==> src/core/kbi_regs.svh <==
`ifndef KBI_REGS_SVH
`define KBI_REGS_SVH

// ****************************************
// Register addresses on the SFR bus
// ****************************************
`define KBI_ADDR_LEVEL_SELECT 8'h9C
`define KBI_ADDR_LINE_ENABLE  8'h9D
`define KBI_ADDR_LINE_FLAGS   8'h9E

// ****************************************
// Reset values
// ****************************************
`define KBI_RST_LEVEL_SELECT  8'h00
`define KBI_RST_LINE_ENABLE   8'h00
`define KBI_RST_LINE_FLAGS    8'h00
`define KBI_RST_RDATA         8'h00

// ****************************************
// Widths
// ****************************************
`define KBI_LINES             8
`define KBI_ADDR_W            8
`define KBI_DATA_W            8

`endif

==> src/core/kbi_pkg.sv <==
`include "kbi_regs.svh"

package kbi_pkg;

    // ****************************************
    // SFR access request
    // ****************************************
    typedef struct packed {
        logic [`KBI_ADDR_W-1:0] addr;
        logic                   wr;
        logic                   rd;
        logic [`KBI_DATA_W-1:0] wdata;
    } kbi_sfr_req_t;

    // ****************************************
    // Read answer
    // ****************************************
    typedef struct packed {
        logic                   hit;
        logic [`KBI_DATA_W-1:0] rdata;
    } kbi_sfr_rsp_t;

endpackage

==> src/core/kbi_line.sv <==
`timescale 1ns/1ns

// One keyboard line: level match and sticky flag
module kbi_line (
    input  wire logic i_sys_clk,
    input  wire logic i_srst,
    input  wire logic i_pin,
    input  wire logic i_level_sel,
    input  wire logic i_clear,
    output logic      o_flag
);

    logic match;
    logic flag_r;
    logic flag_nxt;

    // [RULE_04] level compare
    assign match = (i_pin == i_level_sel);

    // [RULE_12] set wins over clear
    assign flag_nxt = (i_clear ? 1'b0 : flag_r) | match;

    // [RULE_05] sticky flag per line
    always_ff @(posedge i_sys_clk) begin
        if (i_srst) begin
            flag_r <= 1'b0;
        end else begin
            flag_r <= flag_nxt;
        end
    end

    assign o_flag = flag_r;

endmodule

==> src/core/kbi_top.sv <==
`timescale 1ns/1ns
`include "kbi_regs.svh"

// Summary of operation
// [RULE_01] Eight key lines from the port each raise a request on a chosen high or low level.
// [RULE_02] All eight lines share one common interrupt request.
// [RULE_03] The combined request reaches the core only while the global keypad enable is set.
// [RULE_04] A level select bit of 0 detects low, 1 detects high, per line.
// [RULE_05] Flag bit n is set by hardware when line n shows its programmed level.
// [RULE_06] A flag contributes to the request only while its line enable bit is 1.
// [RULE_07] A line with enable 0 stays an ordinary port pin.
// [RULE_08] The flag register is read only and any read clears all eight flags.
// [RULE_09] An enabled level detection wakes the core from idle and power-down.
// [RULE_10] Unused lines stay free for other uses, serving one to eight rows.
// [RULE_11] Reset clears flags, enables and level selects to zero.
// [RULE_12] A level still present after a clear sets the flag again.
module kbi_top #(
    parameter int LINES = `KBI_LINES
) (
    input  wire logic                  i_sys_clk,
    input  wire logic                  i_srst,
    input  wire logic [LINES-1:0]      i_port_one_lines,
    input  wire logic                  i_keypad_global_irq_enable,
    input  wire kbi_pkg::kbi_sfr_req_t i_sfr_req,
    output kbi_pkg::kbi_sfr_rsp_t      o_sfr_rsp,
    output logic      [LINES-1:0]      o_key_line_enable,
    output logic                       o_key_irq,
    output logic                       o_wake_req
);

    // ****************************************
    // Registers
    // ****************************************
    logic [LINES-1:0]      key_level_select_r;
    logic [LINES-1:0]      key_line_enable_r;
    logic [LINES-1:0]      key_line_flags;
    logic [LINES-1:0]      pending;
    logic                  sel_level;
    logic                  sel_enable;
    logic                  sel_flags;
    logic                  flags_clear;
    kbi_pkg::kbi_sfr_rsp_t rsp_r;
    kbi_pkg::kbi_sfr_rsp_t rsp_nxt;
    logic                  irq_r;
    logic                  wake_r;

    assign sel_level  = (i_sfr_req.addr == `KBI_ADDR_LEVEL_SELECT);
    assign sel_enable = (i_sfr_req.addr == `KBI_ADDR_LINE_ENABLE);
    assign sel_flags  = (i_sfr_req.addr == `KBI_ADDR_LINE_FLAGS);

    // [RULE_08] read clears all flags
    assign flags_clear = i_sfr_req.rd & sel_flags;

    // ****************************************
    // Configuration writes
    // ****************************************
    // [RULE_11] zero after reset
    always_ff @(posedge i_sys_clk) begin
        if (i_srst) begin
            key_level_select_r <= LINES'(`KBI_RST_LEVEL_SELECT);
        end else if (i_sfr_req.wr && sel_level) begin
            key_level_select_r <= i_sfr_req.wdata[LINES-1:0];
        end
    end

    // [RULE_11] zero after reset
    always_ff @(posedge i_sys_clk) begin
        if (i_srst) begin
            key_line_enable_r <= LINES'(`KBI_RST_LINE_ENABLE);
        end else if (i_sfr_req.wr && sel_enable) begin
            key_line_enable_r <= i_sfr_req.wdata[LINES-1:0];
        end
    end

    // ****************************************
    // Per-line detectors
    // ****************************************
    // [RULE_01] eight independent detectors
    for (genvar n = 0; n < LINES; n++) begin : g_line
        kbi_line u_line (
            .i_sys_clk   (i_sys_clk),
            .i_srst      (i_srst),
            .i_pin       (i_port_one_lines[n]),
            .i_level_sel (key_level_select_r[n]),
            .i_clear     (flags_clear),
            .o_flag      (key_line_flags[n])
        );
    end

    // [RULE_06] mask by line enable
    assign pending = key_line_flags & key_line_enable_r;

    // ****************************************
    // Read path
    // ****************************************
    // Flag writes are ignored: register is read only
    always_comb begin
        rsp_nxt = '0;
        if (i_sfr_req.rd) begin
            rsp_nxt.hit = sel_level | sel_enable | sel_flags;
            if (sel_level) begin
                rsp_nxt.rdata = `KBI_DATA_W'(key_level_select_r);
            end else if (sel_enable) begin
                rsp_nxt.rdata = `KBI_DATA_W'(key_line_enable_r);
            end else if (sel_flags) begin
                rsp_nxt.rdata = `KBI_DATA_W'(key_line_flags);
            end
        end
    end

    always_ff @(posedge i_sys_clk) begin
        if (i_srst) begin
            rsp_r <= '0;
        end else begin
            rsp_r <= rsp_nxt;
        end
    end

    // ****************************************
    // Request and wake
    // ****************************************
    // [RULE_02] [RULE_03] shared request, global gate
    always_ff @(posedge i_sys_clk) begin
        if (i_srst) begin
            irq_r <= 1'b0;
        end else begin
            irq_r <= i_keypad_global_irq_enable & (|pending);
        end
    end

    // [RULE_09] wake from idle and power-down
    always_ff @(posedge i_sys_clk) begin
        if (i_srst) begin
            wake_r <= 1'b0;
        end else begin
            wake_r <= |pending;
        end
    end

    // [RULE_07] [RULE_10] enable tells port which lines are keys
    assign o_key_line_enable = key_line_enable_r;
    assign o_sfr_rsp         = rsp_r;
    assign o_key_irq         = irq_r;
    assign o_wake_req        = wake_r;

endmodule

==> config.mk <==
export PLATFORM = sky130hd
export DESIGN_NAME = kbi_top
export DESIGN_NICKNAME = d
export VERILOG_FILES = /design/src/core/kbi_pkg.sv /design/src/core/kbi_line.sv /design/src/core/kbi_top.sv
export VERILOG_INCLUDE_DIRS = /design/src /design/src/core
export SDC_FILE = /design/constraint.sdc
export NUM_CORES = 1
export LEC_CHECK = 0
export BUFFER_PORTS_ARGS = -buffer_cell sky130_fd_sc_hd__buf_2
export CAP_MARGIN = 30
export CORE_ASPECT_RATIO = 1.2
export CORE_UTILIZATION = 45
export DETAILED_ROUTE_END_ITERATION = 8
export PLACE_DENSITY = 0.71
export SLEW_MARGIN = 30
export SYNTH_ARGS = -nofsm -noshare
export SYNTH_HDL_FRONTEND = slang
export SYNTH_SLANG_ARGS = --single-unit
export TNS_END_PERCENT = 10
==> constraint.sdc <==
create_clock -name i_sys_clk -period 2.1 [get_ports i_sys_clk]
set_clock_uncertainty 0.2 [all_clocks]
set_input_delay 0.105 -clock i_sys_clk [delete_from_list [all_inputs] [get_ports i_sys_clk]]
set_output_delay 0.105 -clock i_sys_clk [all_outputs]
set_load 0.01 [all_outputs]
### After elaboration in Yosys (flattened, before gate mapping)

Index checks and enable logic that the tools add are counted.

* memory bits (read-only): 0
* bits in writable memories: 0
* input port bits: 29
* register bits: 35
* memories kept: 0
* output and inout port bits: 19
* latch bits: 0

* shift-type cells: 0
* multiply operators: 0
* order comparisons: 0
* reductions and logical operators: 4
* equality and inequality tests: 11
* bitwise gates (word level): 14
* muxes and demuxes: 11
* add/subtract/negate cells: 0
* div/mod/pow operators: 0

Operator list (number)
* 8-bit == test, second input constant: 3
* 8-bit two-way mux: 3
* 1-bit bitwise OR: 10
* 8-bit bitwise AND: 1
* 1-bit == test: 8
* 1-bit two-way mux: 8
* 8-bit OR reduction: 1
* 1-bit bitwise AND: 2
* 1-bit logical AND: 2
* 2-bit OR reduction: 1
* 1-bit inverter: 1

### Logic depth before layout (Yosys ltp)

* depth after elaboration: 4
* depth in mapped cells: 5
* gate-level depth less buffers: 3

### Modules after synthesis

From an unflattened synthesis, not the netlist that was laid out.

* cells, all modules: 151
* area, all modules: 1575.3 um^2

By module, submodules not included
* kbi_top: instances 1, sequential area each 540.5 um^2, cells each 119, area each 1255.0 um^2
* kbi_line: instances 8, sequential area each 20.0 um^2, cells each 4, area each 40.0 um^2

### Least setup slack after synthesis

Ideal clock, no wire load.

* kind: input to register
* start: input i_sfr_req[11] (netlist bit)
* end: register key_level_select_r[0]
* data required time: 1781 ps
* slack: 809 ps
* stages: 5
* arrival time: 973 ps
* path buffers: 2
* path through: nand4bb_1 -> buf_4 -> or3_1 -> buf_2 -> mux2i_1

* longest elaborated chain between the ends: 2

Ends and longest elaborated chain
* start: declaration: RTL line kbi_top.sv:24 `input wire kbi_pkg::kbi_sfr_req_t i_sfr_req,`
* 8-bit == test (no line)
* 1-bit logical AND: RTL line kbi_top.sv:61 `end else if (i_sfr_req.wr && sel_level) begin`
* end signal: assignment: RTL line kbi_top.sv:60 `` key_level_select_r <= LINES'(`KBI_RST_LEVEL_SELECT); ``
* end signal: assignment: RTL line kbi_top.sv:62 `key_level_select_r <= i_sfr_req.wdata[LINES-1:0];`
* end: declaration: RTL line kbi_top.sv:34 `logic [LINES-1:0] key_level_select_r;`

No other way between the ends.
A chain may end at the register's enable or synchronous reset.

### Final worst setup path

* start: input i_sfr_req[10] (netlist bit)
* end: register rsp_r (netlist bit o_sfr_rsp[5])

* longest elaborated chain between the ends: 4
* elaborated cells between the ends (all ways): 6
* those cells by class: eq/ne: 3; mux: 3

Ends and longest elaborated chain
* 8-bit == test (no line)
* 8-bit two-way mux: RTL line kbi_top.sv:105 `end else if (sel_flags) begin`
* 8-bit two-way mux: RTL line kbi_top.sv:103 `end else if (sel_enable) begin`
* 8-bit two-way mux (*): RTL line kbi_top.sv:101 `if (sel_level) begin`
* end signal: assignment: RTL line kbi_top.sv:115 `rsp_r <= rsp_nxt;`
* end: declaration: RTL line kbi_top.sv:42 `kbi_pkg::kbi_sfr_rsp_t rsp_r;`

Every way passes the cells marked *; elsewhere a longest branch is shown, timed or not.

==> impl_results.md <==
- Status: finished, final reports clean
- Hold Fails Final Rpt: 0
- R2r setup slk: 0.72 ns
- Worst path slowest cell: dlygate4sd3_1
- Asr flop ratio synth: 0%
- Crit path largest cell delay: 0.53 ns
- HP Class: in -> reg
- Mapped Cells: 164
- Core footprint: 0.00337 mm^2
- DR iter-0 viols: 39
- Syn Std Cell Area: 0.00161 mm^2
- Die area: 0.00381 mm^2
- Fin nets: 259
- Slew @ Worst Pin: 0.545 ns
- DRC violations left: 0
- Rows: 23
- Post-cts sizing count: 0
- Post-CTS Setup Inserts: 0
- VDD IR max: 0.000582 V
- Reg2reg start: o_key_line_enable[5]
- Worst Setup Path Type: in -> reg
- Minimum clock period: 1.89 ns
- Max-slew violations: 0
- Initial Util: 47.7%
- Setup crit end kind: flop
- Pwr per Cell Area: 701 mW/mm^2
- Hold path depth: 4
- Antenna violations before repair: 0
- Fmax achieved: 0.528 GHz
- Top-area cell type share of the netlist area: 43.6%
- Synth Flop Type: dfxtp_1
- Syn_nets: 193
- Overall Power: 1.53 mW
- CTS root buf: clkbuf_8
- Syn Area/Cell: 9.79 um^2
- Worst setup margin: 0.205 ns
- Utilization after layout: 64.9%
- Area share of fa/ha/maj cells after synthesis: 0%
- Global Route Usage Sum: 21.5%
- Worst-path fanout max: 12
- Mux cell area share after synthesis: 9.98%
- Die W: 56.5 um
- Final worst path period share: 90.2%
- Place WS: 0.364 ns
- Fin cells: 268
- WL final: 3780 um
- Main combinational cell family by area after synthesis: simple AND/OR/NAND/NOR gates
- Area Growth Syn to Fin: 36.2%
- TritonCTS Buffers: 5
- IO Port Bufs: 47
- Via density: 5.29
- Synth area leaders: dfxtp_1, nand2b_1, mux2i_1
- Routed vias: 1418
- ANT nets after route: 0
- H-tree depth: 2
- Startpoint types: primary input
- Vias in the first global route: 1345
- First-pass DRT Iterations: 4
- Compound-Gate Fraction of Synth Area: 12.5%
- Clk Latency, worst-skew pair: 0.29 ns
- Boundary Pins: 48
- First-pass GRT wire length: 6150 um
- HP Start: i_srst
- Leading area contributor after synthesis: dfxtp_1
- Register area share after synthesis: 43.6%
- Max clock buf depth: 2
- Ant diodes: 0
- Max cap viols: 0
- Final setup violation count: 0
- GPL Wtd Cong: 0.928
- Post-detail-place hpwl: 2710 um
- Number of synthesized flops with an enable pin: 0
- Synth Register Bits: 35
- Req. time, crit path: 2.03 ns
- Largest net degree at the start of global routing: 35
- Simple-gate share of the synthesized area: 26.2%
- Top-count cell post-synth: dfxtp_1
- Grt ovf: 0
- Cells along the critical path: dlygate4sd3_1, buf_2, nand4bb_1, buf_4, nor2_1, a2111oi_0
- Post-route setup TNS: 0 ns
- WL/cell: 14.1 um
- Height of the die: 67.4 um
- FF-to-FF path depth: 2
- Share of cells above drive strength 1: 26.0%
- Worst rel slew slack: 62.7%
- Capturing point of the worst reg2reg path: o_sfr_rsp[5]
- CTS clk-pin slew, worst paths: 0.07 ns
- Post-Synth XOR/XNOR Area: 4.36%
- Arr. time, crit path: 1.82 ns
- Hold endpoint: o_sfr_rsp[8]
- CTS sink cnt: 35
- Static Leak: 0.984 nW
- Warnings from Yosys: 0
- RSZ-0062 raised after global routing: false
- Post-placement cell count: 241
- CTS Hold Bufs: 19
- Top cells by count, synth: dfxtp_1, nand2b_1, mux2i_1
- Netlist cell types: 29
- TritonCTS clock tree: built
[how the worst max path moves through the flow]
stage	endpoint	depth (start not counted)	from	slack, ns
floorplan	key_level_select_r[0]	5	i_sfr_req[11]	0.81
global placement	o_sfr_rsp[0]	5	i_sfr_req[11]	0.50
detailed placement	o_sfr_rsp[5]	5	i_sfr_req[11]	0.36
CTS	o_sfr_rsp[5]	6	i_sfr_req[10]	0.22
global route	o_sfr_rsp[5]	6	i_sfr_req[10]	0.14
finish	o_sfr_rsp[5]	6	i_sfr_req[10]	0.21
[per-layer routing]
| metal | part of all wire [%] | GRT usage (%) |
|---|---|---|
| met1 | 44 | 25.5 |
| met2 | 50 | 36.5 |
| met3 | 5.2 | 6.13 |
| met4 | 1.1 | 9.45 |
| met5 | 0 | 0 |
[cell families (layout without fill, tap and decap cells)]
| family | Yosys count | count (layout) |
|---|---|---|
| and+or+nand+nor | 65 | 65 |
| DFF | 35 | 35 |
| xor gates and xnor gates | 8 | 8 |
| muxes | 16 | 16 |
| buffers and inverters | 12 | 79 |
| AOI/OAI and AO/OA | 28 | 28 |
[where the power goes]
part           internal, mW  switching [mW]
sequential            0.675         0.00986
combinational        0.0756          0.0581
clock                 0.474           0.238
total                  1.23           0.306
[registers in the layout, summed over array words and instances (netlist names)]
signal,count
o_key_line_enable,8
g_line.u_line.o_flag,8
o_key_irq,1
o_wake_req,1
o_sfr_rsp,9
key_level_select_r,8
[cell usage in the layout (no fill, tap or decap), drive strengths merged, types with 4 or more instances in the layout]
cell type / instances
dlygate4sd3: 19
clkbuf: 6
nor2: 9
nand2b: 32
dfxtp: 35
xor2: 8
nor2b: 8
buf: 50
a2111oi: 8
mux2i: 16
a21oi: 8
a22oi: 4
o31ai: 8
[metrics by stage]
step / hold WS [ns] / instance area [um^2]
after floorplan: 0.0704 / 1610
after global placement: 0.173 / 1860
after detailed placement: 0.179 / 1860
after CTS: 0.0287 / 2190
after global routing: 0.0518 / 2190
final: 0.0497 / 2190
[worst max-delay path: cells and delay by family]
kind	cells	cell delay, ns
compound gates	1	0.44
simple gates	2	0.34
buf+inv	3	0.94
[final cells by class]
type                    count  area, um^2
well taps                  37        46.3
flip-flops and latches     35         701
multi-input cells         117         851
clock buffers               6        72.6
fillers                   271        1180
clock inverters             2        60.1
inverters                   2        7.51
repair buffers             69         448
Power figures use the tool's default switching activity.
